`src/dac_ctrl_pkg.sv`:
```
package dac_ctrl_pkg;
  // channel and word geometry
  localparam int NUM_CH = 40;
  localparam int ADDR_W = 6;
  localparam int DATA_W = 14;
  localparam int SEL_W = 2;
  localparam int IN_AW = 8;
  localparam int DAC_AW = 6;
  localparam int CNT_W = 12;
  localparam int SR_W = 24;
  localparam logic [ADDR_W-1:0] NUM_CH_ADDR = 6'h28;
  // register-select pin codes
  localparam logic [SEL_W-1:0] REG_SEL_SPECIAL = 2'h0;
  localparam logic [SEL_W-1:0] REG_SEL_GAIN = 2'h1;
  localparam logic [SEL_W-1:0] REG_SEL_OFFSET = 2'h2;
  localparam logic [SEL_W-1:0] REG_SEL_DATA = 2'h3;
  // storage slots of the input store (upper address bits)
  localparam logic [SEL_W-1:0] SLOT_A = 2'h0;
  localparam logic [SEL_W-1:0] SLOT_OFFSET = 2'h2;
  localparam logic [SEL_W-1:0] SLOT_GAIN = 2'h3;
  // special function register addresses
  localparam logic [ADDR_W-1:0] SF_CLEAR_CODE_ADDR = 6'h02;
  localparam logic [ADDR_W-1:0] SF_CONTROL_ADDR = 6'h0C;
  localparam int CTRL_TOGGLE_BIT = 0;
  localparam int CTRL_PD_LOAD_BIT = 1;
  // power-on defaults
  localparam logic [DATA_W-1:0] INPUT_DEFAULT = 14'h0000;
  localparam logic [DATA_W-1:0] OFFSET_DEFAULT = 14'h2000;
  localparam logic [DATA_W-1:0] GAIN_DEFAULT = 14'h3FFF;
  localparam logic [DATA_W-1:0] DAC_DEFAULT = 14'h0000;
  localparam logic [DATA_W-1:0] CLEAR_CODE_DEFAULT = 14'h2000;
  // timing
  localparam int CLK_PERIOD_NS = 100;
  localparam int CLEAR_TIME_NS = 35000;
  localparam int RESET_TIME_NS = 270000;
  localparam logic [CNT_W-1:0] CLEAR_CYCLES =
    CNT_W'((CLEAR_TIME_NS + CLK_PERIOD_NS - 1) / CLK_PERIOD_NS);
  localparam logic [CNT_W-1:0] RESET_CYCLES =
    CNT_W'((RESET_TIME_NS + CLK_PERIOD_NS - 1) / CLK_PERIOD_NS);
  localparam logic [CNT_W-1:0] LOAD_CYCLES = CNT_W'(NUM_CH + 1);
  // sequencer states
  typedef enum logic [2:0] {ST_IDLE, ST_CALC, ST_LOAD, ST_CLEAR, ST_RESET} seq_state_t;
endpackage

```
`src/chan_reg_mem.sv`:
```
`timescale 1ns/100ps
// small register store, one write port, registered read port
module chan_reg_mem import dac_ctrl_pkg::*; #(
  parameter int WIDTH = 14,
  parameter int AW = 6
) (
  input wire logic core_clk_i,
  input wire logic reset_n_i,
  input wire logic we_i,
  input wire logic [AW-1:0] waddr_i,
  input wire logic [WIDTH-1:0] wdata_i,
  input wire logic [AW-1:0] raddr_i,
  output logic [WIDTH-1:0] rdata_o
);
  logic [WIDTH-1:0] mem [0:(1<<AW)-1]; // contents set by the reset walk, not by reset
  logic [WIDTH-1:0] rdata_reg; // read data register

  // write port
  always_ff @(posedge core_clk_i) begin
    if (we_i) begin
      mem[waddr_i] <= wdata_i;
    end
  end

  // read port, one cycle latency
  always_ff @(posedge core_clk_i or negedge reset_n_i) begin
    if (!reset_n_i) begin
      rdata_reg <= '0;
    end else begin
      rdata_reg <= mem[raddr_i];
    end
  end

  assign rdata_o = rdata_reg;
endmodule

```
`src/dac_channel_update_control.sv`:
```
`timescale 1ns/100ps
// Overview of operation
// - address pins pick one of 40 channels
// - select pins pick data, offset, gain, special
// - serial out tristates, shifts on rising clock
// - serial out feeds next device in chain
// - bank pin picks A or B in toggle
// - each load in toggle mode swaps outputs between A and B
// - without toggle mode all data goes to A
// - busy low during code calculation
// - writes accepted during calc, no DAC update
// - load strobe fall while idle updates DACs
// - load strobe during calc stored, done later
// - power-on reset: busy low, strobes discarded
// - clear edge loads clear code, busy 35 us
// - reset edge restores defaults, busy 270 us
// - reset sequence disables interface, ignores loads
// - after reset only a new edge counts
// - power-down input enters hiz or load, control bit picks which
// - serial interface stays alive in power-down
// - write on strobe rising edge, chip select low
module dac_channel_update_control import dac_ctrl_pkg::*; #(
  parameter logic [CNT_W-1:0] CALC_CYCLES = 12'h030
) (
  input wire logic core_clk_i,
  input wire logic reset_n_i,
  input wire logic interface_select_i,
  input wire logic [ADDR_W-1:0] channel_address_inputs_i,
  input wire logic [SEL_W-1:0] register_select_pins_i,
  input wire logic [DATA_W-1:0] data_i,
  input wire logic chip_select_n_i,
  input wire logic write_n_i,
  input wire logic bank_select_i,
  input wire logic load_outputs_strobe_n_i,
  input wire logic clear_input_n_i,
  input wire logic reset_pin_n_i,
  input wire logic power_down_input_i,
  input wire logic serial_clk_i,
  input wire logic serial_sync_n_i,
  input wire logic serial_data_i,
  input wire logic [DAC_AW-1:0] dac_read_addr_i,
  output logic busy_o,
  output logic [DATA_W-1:0] dac_code_o,
  output logic power_down_active_o,
  output logic output_hiz_o,
  output logic output_load_o,
  output logic toggle_mode_o,
  output logic serial_data_o,
  output logic serial_data_oe_n_o
);
  // sequencer state
  seq_state_t state_reg;
  seq_state_t state_next;
  logic [CNT_W-1:0] cnt_reg; // cycles spent in the current state
  logic [CNT_W-1:0] cnt_next;
  logic [CNT_W-1:0] dur; // length of the current state
  logic cnt_done;

  // edge detectors on the strobe pins
  logic load_outputs_strobe_prev_reg;
  logic clr_prev_reg;
  logic rst_pin_prev_reg;
  logic wr_prev_reg;
  logic load_outputs_strobe_fall;
  logic clear_fall;
  logic reset_fall;
  logic wr_rise;

  // control and status
  logic busy_reg;
  logic pend_reg; // stored load request
  logic pend_next;
  logic toggle_bank_reg; // bank currently on the outputs
  logic toggle_bank_next;
  logic toggle_mode_reg;
  logic pd_option_reg; // 1: 100k load, 0: high impedance
  logic [DATA_W-1:0] clear_code_reg;
  logic pd_active_reg;
  logic output_hiz_reg;
  logic output_load_reg;

  // decode wires
  logic in_reset;
  logic wr_take;
  logic ch_ok;
  logic is_special;
  logic bus_in_we;
  logic [SEL_W-1:0] bus_slot;
  logic sf_clear_we;
  logic sf_ctrl_we;
  logic load_go;
  logic pend_set;

  // store access wires
  logic rst_walk_in;
  logic in_we;
  logic [IN_AW-1:0] in_waddr;
  logic [DATA_W-1:0] in_wdata;
  logic [DATA_W-1:0] rst_default;
  logic [IN_AW-1:0] in_raddr;
  logic [DATA_W-1:0] calculated_dac_word;
  logic walk_bank;
  logic load_wr;
  logic clr_wr;
  logic rst_wr;
  logic dac_we;
  logic [DAC_AW-1:0] dac_waddr;
  logic [DATA_W-1:0] dac_wdata;
  logic serial_enable;

  // strobe edges; pins are already synchronous to the core clock
  assign load_outputs_strobe_fall = load_outputs_strobe_prev_reg & ~load_outputs_strobe_n_i;
  assign clear_fall = clr_prev_reg & ~clear_input_n_i;
  assign reset_fall = rst_pin_prev_reg & ~reset_pin_n_i;
  assign wr_rise = ~wr_prev_reg & write_n_i;

  // interface gating while the reset sequence runs
  assign in_reset = (state_reg == ST_RESET) | reset_fall;

  // parallel write decode
  assign wr_take = wr_rise & ~chip_select_n_i & ~interface_select_i & ~in_reset;
  assign ch_ok = channel_address_inputs_i < NUM_CH_ADDR;
  assign is_special = register_select_pins_i == REG_SEL_SPECIAL;
  assign bus_in_we = wr_take & ~is_special & ch_ok;
  // data writes go to A unless toggle mode lets the bank pin choose
  assign bus_slot = (register_select_pins_i == REG_SEL_DATA) ?
                    {1'b0, toggle_mode_reg & bank_select_i} :
                    (register_select_pins_i == REG_SEL_OFFSET) ? SLOT_OFFSET :
                    SLOT_GAIN;
  assign sf_clear_we = wr_take & is_special &
                       (channel_address_inputs_i == SF_CLEAR_CODE_ADDR);
  assign sf_ctrl_we = wr_take & is_special &
                      (channel_address_inputs_i == SF_CONTROL_ADDR);

  // load request handling
  assign load_go = (state_reg == ST_IDLE) & ~reset_fall & ~clear_fall &
                   (load_outputs_strobe_fall | pend_reg);
  assign pend_set = load_outputs_strobe_fall & ~in_reset & ~load_go;
  // a strobe in the same cycle as a serviced request is merged into it and not kept
  assign pend_next = in_reset ? 1'b0 :
                     pend_set ? 1'b1 :
                     load_go ? 1'b0 : pend_reg;
  assign toggle_bank_next = in_reset ? 1'b0 :
                            (load_go & toggle_mode_reg) ? ~toggle_bank_reg :
                            toggle_bank_reg;

  // length of each busy state
  assign dur = (state_reg == ST_CALC) ? CALC_CYCLES :
               (state_reg == ST_LOAD) ? LOAD_CYCLES :
               (state_reg == ST_CLEAR) ? CLEAR_CYCLES : RESET_CYCLES;
  assign cnt_done = cnt_reg == CNT_W'(dur - 1'b1);

  // next-state logic; reset edge first, clear next, then loads, writes last
  always_comb begin
    state_next = state_reg;
    cnt_next = CNT_W'(cnt_reg + 1'b1);
    if (reset_fall) begin
      state_next = ST_RESET;
      cnt_next = '0;
    end else if (state_reg == ST_RESET) begin
      // clear and load edges are dropped here
      if (cnt_done) begin
        state_next = ST_IDLE;
        cnt_next = '0;
      end
    end else if (clear_fall) begin
      state_next = ST_CLEAR;
      cnt_next = '0;
    end else begin
      case (state_reg)
        ST_IDLE: begin
          cnt_next = '0;
          if (load_go) begin
            state_next = ST_LOAD;
          end else if (bus_in_we) begin
            state_next = ST_CALC;
          end
        end
        ST_CALC, ST_LOAD, ST_CLEAR: begin
          // writes keep landing, they do not restart the count
          if (cnt_done) begin
            state_next = ST_IDLE;
            cnt_next = '0;
          end
        end
        default: begin
          state_next = ST_IDLE;
          cnt_next = '0;
        end
      endcase
    end
  end

  // input store: reset walk writes defaults, else the parallel bus
  assign rst_walk_in = (state_reg == ST_RESET) && (cnt_reg[CNT_W-1:IN_AW] == '0);
  assign rst_default = (cnt_reg[IN_AW-1:DAC_AW] == SLOT_OFFSET) ? OFFSET_DEFAULT :
                       (cnt_reg[IN_AW-1:DAC_AW] == SLOT_GAIN) ? GAIN_DEFAULT :
                       INPUT_DEFAULT;
  assign in_we = rst_walk_in | bus_in_we;
  assign in_waddr = rst_walk_in ? cnt_reg[IN_AW-1:0] :
                    {bus_slot, channel_address_inputs_i};
  assign in_wdata = rst_walk_in ? rst_default : data_i;
  assign walk_bank = toggle_mode_reg ? toggle_bank_reg : 1'b0;
  assign in_raddr = {1'b0, walk_bank, cnt_reg[DAC_AW-1:0]};

  // dac store writes: load copy, clear code, reset defaults
  assign load_wr = (state_reg == ST_LOAD) && (cnt_reg != '0);
  assign clr_wr = (state_reg == ST_CLEAR) && (cnt_reg < CNT_W'(NUM_CH));
  assign rst_wr = (state_reg == ST_RESET) && (cnt_reg[CNT_W-1:DAC_AW] == '0);
  assign dac_we = load_wr | clr_wr | rst_wr;
  assign dac_waddr = load_wr ? DAC_AW'(cnt_reg - 1'b1) : cnt_reg[DAC_AW-1:0];
  assign dac_wdata = load_wr ? calculated_dac_word :
                     clr_wr ? clear_code_reg : DAC_DEFAULT;

  // serial side runs regardless of power-down
  assign serial_enable = interface_select_i & ~in_reset;

  // strobe history
  always_ff @(posedge core_clk_i or negedge reset_n_i) begin
    if (!reset_n_i) begin
      load_outputs_strobe_prev_reg <= 1'b1;
      clr_prev_reg <= 1'b1;
      rst_pin_prev_reg <= 1'b1;
      wr_prev_reg <= 1'b1;
    end else begin
      load_outputs_strobe_prev_reg <= load_outputs_strobe_n_i;
      clr_prev_reg <= clear_input_n_i;
      rst_pin_prev_reg <= reset_pin_n_i;
      wr_prev_reg <= write_n_i;
    end
  end

  // sequencer; power-on starts the same walk as the reset pin
  always_ff @(posedge core_clk_i or negedge reset_n_i) begin
    if (!reset_n_i) begin
      state_reg <= ST_RESET;
      cnt_reg <= '0;
      busy_reg <= 1'b0;
    end else begin
      state_reg <= state_next;
      cnt_reg <= cnt_next;
      busy_reg <= state_next == ST_IDLE;
    end
  end

  // load request and toggle bank
  always_ff @(posedge core_clk_i or negedge reset_n_i) begin
    if (!reset_n_i) begin
      pend_reg <= 1'b0;
      toggle_bank_reg <= 1'b0;
    end else begin
      pend_reg <= pend_next;
      toggle_bank_reg <= toggle_bank_next;
    end
  end

  // special function registers, restored by the reset walk
  always_ff @(posedge core_clk_i or negedge reset_n_i) begin
    if (!reset_n_i) begin
      clear_code_reg <= CLEAR_CODE_DEFAULT;
      toggle_mode_reg <= 1'b0;
      pd_option_reg <= 1'b0;
    end else if (in_reset) begin
      clear_code_reg <= CLEAR_CODE_DEFAULT;
      toggle_mode_reg <= 1'b0;
      pd_option_reg <= 1'b0;
    end else begin
      if (sf_clear_we) begin
        clear_code_reg <= data_i;
      end
      if (sf_ctrl_we) begin
        toggle_mode_reg <= data_i[CTRL_TOGGLE_BIT];
        pd_option_reg <= data_i[CTRL_PD_LOAD_BIT];
      end
    end
  end

  // power-down output stage controls
  always_ff @(posedge core_clk_i or negedge reset_n_i) begin
    if (!reset_n_i) begin
      pd_active_reg <= 1'b0;
      output_hiz_reg <= 1'b0;
      output_load_reg <= 1'b0;
    end else begin
      pd_active_reg <= power_down_input_i;
      output_hiz_reg <= power_down_input_i & ~pd_option_reg;
      output_load_reg <= power_down_input_i & pd_option_reg;
    end
  end

  // input code store: A, B, offset and gain per channel
  chan_reg_mem #(.WIDTH(DATA_W), .AW(IN_AW)) input_code_register_mem (
    .core_clk_i(core_clk_i),
    .reset_n_i(reset_n_i),
    .we_i(in_we),
    .waddr_i(in_waddr),
    .wdata_i(in_wdata),
    .raddr_i(in_raddr),
    .rdata_o(calculated_dac_word)
  );

  // dac code store; read port faces the output stage
  chan_reg_mem #(.WIDTH(DATA_W), .AW(DAC_AW)) dac_code_mem (
    .core_clk_i(core_clk_i),
    .reset_n_i(reset_n_i),
    .we_i(dac_we),
    .waddr_i(dac_waddr),
    .wdata_i(dac_wdata),
    .raddr_i(dac_read_addr_i),
    .rdata_o(dac_code_o)
  );

  // serial chain output
  serial_link_shifter serial_link (
    .core_clk_i(core_clk_i),
    .reset_n_i(reset_n_i),
    .enable_i(serial_enable),
    .serial_clk_i(serial_clk_i),
    .serial_sync_n_i(serial_sync_n_i),
    .serial_data_i(serial_data_i),
    .serial_data_o(serial_data_o),
    .serial_data_oe_n_o(serial_data_oe_n_o)
  );

  assign busy_o = busy_reg;
  assign power_down_active_o = pd_active_reg;
  assign output_hiz_o = output_hiz_reg;
  assign output_load_o = output_load_reg;
  assign toggle_mode_o = toggle_mode_reg;
endmodule

```
`src/serial_link_shifter.sv`:
```
`timescale 1ns/100ps
// daisy-chain shifter behind the serial data output
module serial_link_shifter import dac_ctrl_pkg::*; (
  input wire logic core_clk_i,
  input wire logic reset_n_i,
  input wire logic enable_i,
  input wire logic serial_clk_i,
  input wire logic serial_sync_n_i,
  input wire logic serial_data_i,
  output logic serial_data_o,
  output logic serial_data_oe_n_o
);
  logic sclk_prev_reg; // last sampled serial clock
  logic [SR_W-1:0] shift_reg; // chain shift register
  logic sdo_reg; // output bit
  logic oe_n_reg; // output enable, low drives
  logic framed; // frame open and mode active
  logic sclk_rise;
  logic sclk_fall;

  assign framed = enable_i & ~serial_sync_n_i;
  assign sclk_rise = serial_clk_i & ~sclk_prev_reg;
  assign sclk_fall = ~serial_clk_i & sclk_prev_reg;

  // shift in on falling edge, present msb on rising edge
  always_ff @(posedge core_clk_i or negedge reset_n_i) begin
    if (!reset_n_i) begin
      sclk_prev_reg <= 1'b0;
      shift_reg <= '0;
      sdo_reg <= 1'b0;
      oe_n_reg <= 1'b1;
    end else begin
      sclk_prev_reg <= serial_clk_i;
      oe_n_reg <= ~framed;
      if (framed && sclk_fall) begin
        shift_reg <= {shift_reg[SR_W-2:0], serial_data_i};
      end
      if (framed && sclk_rise) begin
        sdo_reg <= shift_reg[SR_W-1];
      end
    end
  end

  assign serial_data_o = sdo_reg;
  assign serial_data_oe_n_o = oe_n_reg;
endmodule

```
`config.mk`:
```
export PLATFORM = sky130hd
export DESIGN_NAME = dac_channel_update_control
export DESIGN_NICKNAME = d
export VERILOG_FILES = /design/src/dac_ctrl_pkg.sv /design/src/chan_reg_mem.sv /design/src/dac_channel_update_control.sv /design/src/serial_link_shifter.sv
export SDC_FILE = /design/constraint.sdc
export NUM_CORES = 2
export LEC_CHECK = 0
export BUFFER_PORTS_ARGS = -buffer_cell sky130_fd_sc_hd__buf_2
export CAP_MARGIN = 20
export CORE_ASPECT_RATIO = 2
export CORE_MARGIN = 2
export CORE_UTILIZATION = 60
export CTS_CLUSTER_DIAMETER = 120
export CTS_CLUSTER_SIZE = 8
export DETAILED_ROUTE_END_ITERATION = 6
export GPL_TIMING_DRIVEN = 0
export PLACE_DENSITY = 0.77
export SLEW_MARGIN = 30
export SYNTH_ARGS = -nofsm -noshare
export SYNTH_HDL_FRONTEND = slang
export SYNTH_MEMORY_MAX_BITS = 65536
export SYNTH_SLANG_ARGS = --single-unit
```
`constraint.sdc`:
```
create_clock -name core_clk_i -period 4.5 [get_ports core_clk_i]
set_input_delay 0.225 -clock core_clk_i [delete_from_list [all_inputs] [get_ports core_clk_i]]
set_output_delay 0.225 -clock core_clk_i [all_outputs]
set_load 0.02 [all_outputs]
```
======== Word-level counts from Yosys, hierarchy flattened ========
Memories as Yosys holds them, arrays and structs flattened. A register that Yosys moved wholly into a read port is not among the register bits.
Cells that the tools add are included.
word-level totals
  register bits ........................... 68
  bits of input ports ..................... 41
  output and inout bits ................... 21
  memory bits (writable) .................. 4,480
  bits in latches ......................... 0
  word-level logic and storage cells ...... 143
  ROM bits ................................ 0
  memories kept ........................... 2
memories
  memory                       words  width  read ports  clocked after Yosys merged registers in  write ports  line                text
  input_code_register_mem.mem  256    14     1           1                                        1            chan_reg_mem.sv:15  logic [WIDTH-1:0] mem [0:(1<<AW)-1];
  dac_code_mem.mem             64     14     1           1                                        1            chan_reg_mem.sv:15
operators by class
  multiplexer cells ....................... 40
  order comparisons ....................... 2
  reductions and logical operators ........ 19
  equality and inequality tests ........... 11
  add/sub/neg operators ................... 3
  div/mod/pow operators ................... 0
  shifts and indexed selects .............. 0
  multiply operators ...................... 0
  bitwise gates (word level) .............. 47
operator list
  cell                                                 count
  two-way mux 14 bit                                   7
  two-way mux 12 bit                                   8
  bitwise AND 1 bit                                    25
  two-way mux 3 bit                                    6
  inverter 1 bit                                       17
  two-way mux 1 bit                                    15
  adder 12 x 1 -> 12 bit, second input constant        1
  == test 12 bit                                       1
  < comparator 12 x 6 -> 1 bit, second input constant  1
  nonzero test 12 bit                                  1
  subtractor 12 x 1 -> 12 bit, second input constant   1
  == test 2 bit, second input constant                 4
  two-way mux 8 bit                                    1
  == test 3 x 2 -> 1 bit, second input constant        2
  == test 6 x 2 -> 1 bit, second input constant        1
  == test 6 x 4 -> 1 bit, second input constant        1
  logical AND 1 bit                                    6
  logical NOT 3 bit                                    2
  logical NOT 6 bit                                    1
  < comparator 6 bit, second input constant            1
  two-way mux 6 bit                                    1
  one-hot mux 3 bit (2 select lines)                   1
  nonzero test 2 bit                                   3
  subtractor 6 x 1 -> 6 bit, second input constant     1
  other kinds (9)                                      14

======== Logic depth before layout (Yosys ltp) ========
  depth in word-level cells ............... 14
  gate-level depth with buffers ........... 14
  depth with buffers taken out ............ 9

======== Hierarchy ========
Synthesis repeated with hierarchy kept, for this count alone.
second synthesis, totals
  cells, all modules ...................... 8,064
  area, all modules ....................... 177,485.2 sq um
modules (own cells, without submodules)
  module                                  cells each  seq. area each (sq um)  instances  area an instance (sq um)
  chan_reg_mem (input_code_register_mem)  6,142       107,973.6               1          138,820.6
  chan_reg_mem (dac_code_mem)             1,572       27,256.1                1          34,943.5
  dac_channel_update_control              292         1,033.5                 1          2,605.0
  serial_link_shifter                     58          676.9                   1          1,116.1

======== Least setup slack after synthesis ========
OpenSTA, ideal clock, no wires.
  path kind ............................... flip-flop to flip-flop
  start point ............................. register state_reg[2]
  end point ............................... memory input_code_register_mem.mem[0][10] (data pin)
  period minus slack after synthesis ...... 3.872 ns
  stages on the path, launching flop included .. 8
  path slack .............................. 0.628 ns
  arrival ................................. 3.375 ns
  setup time .............................. 0.497 ns
  cell sequence ........................... dfstp_2 clkbuf_2 nor3b_2 nand2_1 clkbuf_1 nor2_1 clkbuf_1 a21o_1
on the way
  cells in the longest elaborated chain, start to end .. 3
ends and longest elaborated chain
  item                      line                               text
  start: declaration        dac_channel_update_control.sv:52   seq_state_t state_reg;
  start signal: assignment  dac_channel_update_control.sv:240  state_reg <= state_next;
  == test 3 bit             dac_channel_update_control.sv:195  assign rst_walk_in = (state_reg == ST_RESET) && (cnt_reg[CNT_W-1:IN_AW] == '0);
  logical AND 1 bit         dac_channel_update_control.sv:195
  two-way mux 14 bit        dac_channel_update_control.sv:202  assign in_wdata = rst_walk_in ? rst_default : data_i;
  named net in_wdata[10]    dac_channel_update_control.sv:98   logic [DATA_W-1:0] in_wdata;
  end: declaration          chan_reg_mem.sv:15
The timed path passes the listed nets, and every way through them passes these cells.

==> flow_summary.yaml <==
outcome:
  outcome: "complete, but fails checks"
  violations: "design-rule violations, negative hold slack, negative setup slack"
setup_path:
  path_max_fanout: 10
  required_ns: 5.23
  critPathKind: "flop to flop"
  path_cells: "buf_4 > buf_4 > buf_2 > buf_2 > mux4_2 > a22oi_1 > a21oi_1 > nor3_1 > a31oi_1"
  slowest_delay_ns: 0.99
  setup.worst_path.start_class: "flop"
  crit_arrival_ns: 5.68
  slowest_stage: "buf_2"
  cp_top_family: "buffers and inverters"
  end_kind: "flop"
  critPathBufInv: 4
final_layout:
  final_nets: 5780
  synthToLayoutAreaGrowth_pct: 19.7
  fin_cells: 8196
  drive_gt1_share_pct: 34.6
  fill_cells: 9923
  largest_reg_flops: 1792
cts:
  root_buffer: "clkbuf_16"
  cts_buffer_depth: 4
  cts.sinks: 2784
  cts_max_level: 5
  cts_made_buffers: 389
  clkTransAtPathRegs_ns: 0.06
  clk_latency_ns: 0.92
  tritoncts: "built"
sta:
  drv_slew: 0
  worstMarginPinSlew_ns: 1.23
  finalCriticalPeriod_ns: 4.95
  fin_ws_ns: -0.450
  hold_viol: 1
  period_share_pct: 110
  slew_headroom_pct: 18.0
  fmax_mhz: 202
  whs_ns: -0.000940
  finClkSkew_ns: 0.0445
  setup_viol: 865
detailed_routing:
  drtIter0Drc: 11300
  post_drt_wl_per_cell_um: 54.3
  ant_nets: 0
  drc: 2
  vias: 63400
  wl_mm: 445
  viasPerCell: 7.73
  drtPass1Iterations: 7
placed_design:
  gp_routability_congestion: 1.05
  place_hpwl_mm: 300
  pre_cts_ws_ns: -1.69
  dp_cells: 7542
  numPortBuffers: 56
logic_synthesis:
  synth_warnings: 0
  synth-seq-cells: 2784
  async_reset_ff_share_pct: 3.45
  synthTopCellsByArea: "edfxtp_1 (75%), mux4_2 (14%), dfrtp_1 (2.1%), mux2i_1 (1.4%), nor2_1 (0.93%)"
  ys_types: 73
  syn_inst: 4999
  syn-num-nets: 5043
  synth_top_cell_by_area: "edfxtp_1"
  synth_top_family_by_area: "multiplexers"
  synth_area_mm2: 0.108
  synth_edf_count: 2688
  ys_seq_area_share_pct: 77.1
  yosys.area_share.adder_pct: 0.0348
  synth-compound-area-share_pct: 3.00
  avgSynthCellArea_um2: 21.6
  ys.flop_type: "edfxtp_1"
  yosys.area.top_type_share_pct: 74.8
  synthMuxAreaShare_pct: 15.8
  synth_simple_gate_area_share_pct: 2.40
  synth_xor_area_share_pct: 0.138
floorplan:
  die-area_mm2: 0.183
  num_io_pins: 62
  core_mm2: 0.179
  initial_core_util_pct: 60.2
  num_rows: 220
  die_h_um: 604
  die_w_um: 304
grt:
  grt_max_degree: 77
  antenna_found_initial: 45
  grt_remaining_overflow: 0
  grt_pass1_wl_mm: 577
  grt_pass1_vias: 62500
  track_usage_pct: 49.1
power_and_ir_drop:
  p_int_mw: 47.6
  switchingPower_mw: 21.4
  pwr-share-comb_pct: 19.9
  powerDensity_mw_per_mm2: 535
  seqPwrFrac_pct: 41.9
  swShare_pct: 31.0
  vdd_drop_max_v: 0.000514
  p_leak_nw: 41.3
  p_clk_share_pct: 38.2
  total_power_mw: 69.0
run:
  cap_violations: 0
min_path:
  holdCritPathClass: "input pin to flop"
==> area by class of cell <==
type,count,area (um^2),share of cell area (%)
inverters,28,108,0.0834
flip-flops and latches,2784,83100,64.4
diodes,41,103,0.0795
plain buffers,280,1760,1.36
repair buffers,346,5320,4.12
clock inverters,20,443,0.343
multi-input cells,1907,25200,19.5
well taps,2331,2920,2.26
clock buffers,459,10100,7.81
==> cell families (layout without fill, tap and decap cells) <==
family,after synthesis,after routing
AOI/OAI and AO/OA,459,461
xor gates and xnor gates,17,17
adders and majority gates,3,3
buffers and inverters,310,1133
DFF,2784,2784
muxes,862,862
other,0,41
and+or+nand+nor,564,564
==> power by group through the flow <==
| stage | Clock, mW | Sequential [mW] | Combinational, mW |
|---|---|---|---|
| detailed placement | 0 | 29.4 | 12.3 |
| global placement | 0 | 29.3 | 11.5 |
| global route | 27.2 | 28.9 | 13.0 |
| floorplan | 0 | 29.3 | 4.63 |
| CTS | 26.2 | 28.9 | 12.7 |
| finish | 26.4 | 28.9 | 13.7 |
==> layout by cell type, fill, tap and decap left out, drive strengths merged, types with 45 or more instances in the layout <==
master and instances:
a21oi 63, a22oi 69, buf 509, clkbuf 548, dfrtp 89, edfxtp 2688
mux2 46, mux2i 150, mux4 666, nand2 94, nand3 54, nor2 268
o21ai 70, o22ai 45
==> what timing repair did <==
action                                 4_1_cts  5_1_grt
gates cloned                                 2        0
endpoints found under the hold margin      292        0
hold buffers                                29        0
pin swaps                                   64       32
setup endpoints to repair                 3222     2053
resized for setup                          125       42
buffers inserted                            68       37
==> per-stage QoR <==
| stage | setup TNS, ns | utilization (%) | hold WS (ns) | instance area, um^2 |
|---|---|---|---|---|
| floorplan | 0 | - | -0.0706 | 108000 |
| global placement | - | 62.0 | 0.340 | 111000 |
| detailed placement | -2556.05 | 64.6 | 0.140 | 116000 |
| CTS | -86.99 | 71.5 | 0.00599 | 128000 |
| global route | -0.321 | 72.0 | 0.0170 | 129000 |
| finish | -77.14 | 72.0 | -0.000940 | 129000 |
==> worst register-to-register path: stages, from the launching register on <==
cell and delay (ns):
dfrtp_1 0.40, buf_4 0.32, buf_4 0.34, buf_2 0.72
buf_2 1.01, mux4_2 0.45, a22oi_1 0.12, a21oi_1 0.77
nor3_1 0.18, a31oi_1 0.49
==> per-layer routing <==
| metal | vias to the layer above | global-route usage, % | share of wire, % |
|---|---|---|---|
| met1 | 32100 | 49.2 | 27 |
| met3 | 2267 | 14.3 | 12 |
| li1 | 22400 | - | - |
| met2 | 6566 | 76.4 | 47 |
| met5 | - | 0.132 | 0.026 |
| met4 | 16 | 57.5 | 15 |
==> cells in the mapped netlist, types with 6 or more instances <==
library cell and number:
o211ai_1 8, nor4_1 8, edfxtp_1 2688, nand3b_1 11, and3_1 7, a31oi_1 15, nand2_1 94, o221ai_1 10
nand2b_1 6, dfrtp_1 89, nor2_1 266, dfstp_2 7, mux2_2 46, and2_1 10, buf_6 29, a22oi_1 69
a211oi_1 26, xor2_1 11, a21oi_1 63, a32oi_1 10, o22ai_1 45, o2111ai_1 12, nor2b_1 37, buf_1 19
nand4_1 6, nand3_1 54, mux2i_1 150, a22o_1 31, a221oi_1 27, buf_4 46, o21ai_0 65, xnor2_1 6
nor3_1 35, clkbuf_1 80, a311oi_1 9, nor3b_1 8, mux4_2 666, buf_2 107, inv_1 23, a21o_1 14
==> final timing paths <==
check	from	end	slack [ns]	cells after the start
max	cnt_reg[1]	input_code_register_mem.rdata_o[0]	-0.45	9
min	power_down_input_i	power_down_active_o	-0.0009	2
max reg2reg	cnt_reg[1]	input_code_register_mem.rdata_o[0]	-0.45	9
min reg2reg	serial_link.shift_reg[10]	serial_link.shift_reg[10]	0.51	1
max in group asynchronous	reset_n_i	state_reg[2]	3.57	4
min in group asynchronous	reset_n_i	serial_link.serial_data_oe_n_o	0.49	3
(Power assumes the default switching activity.)
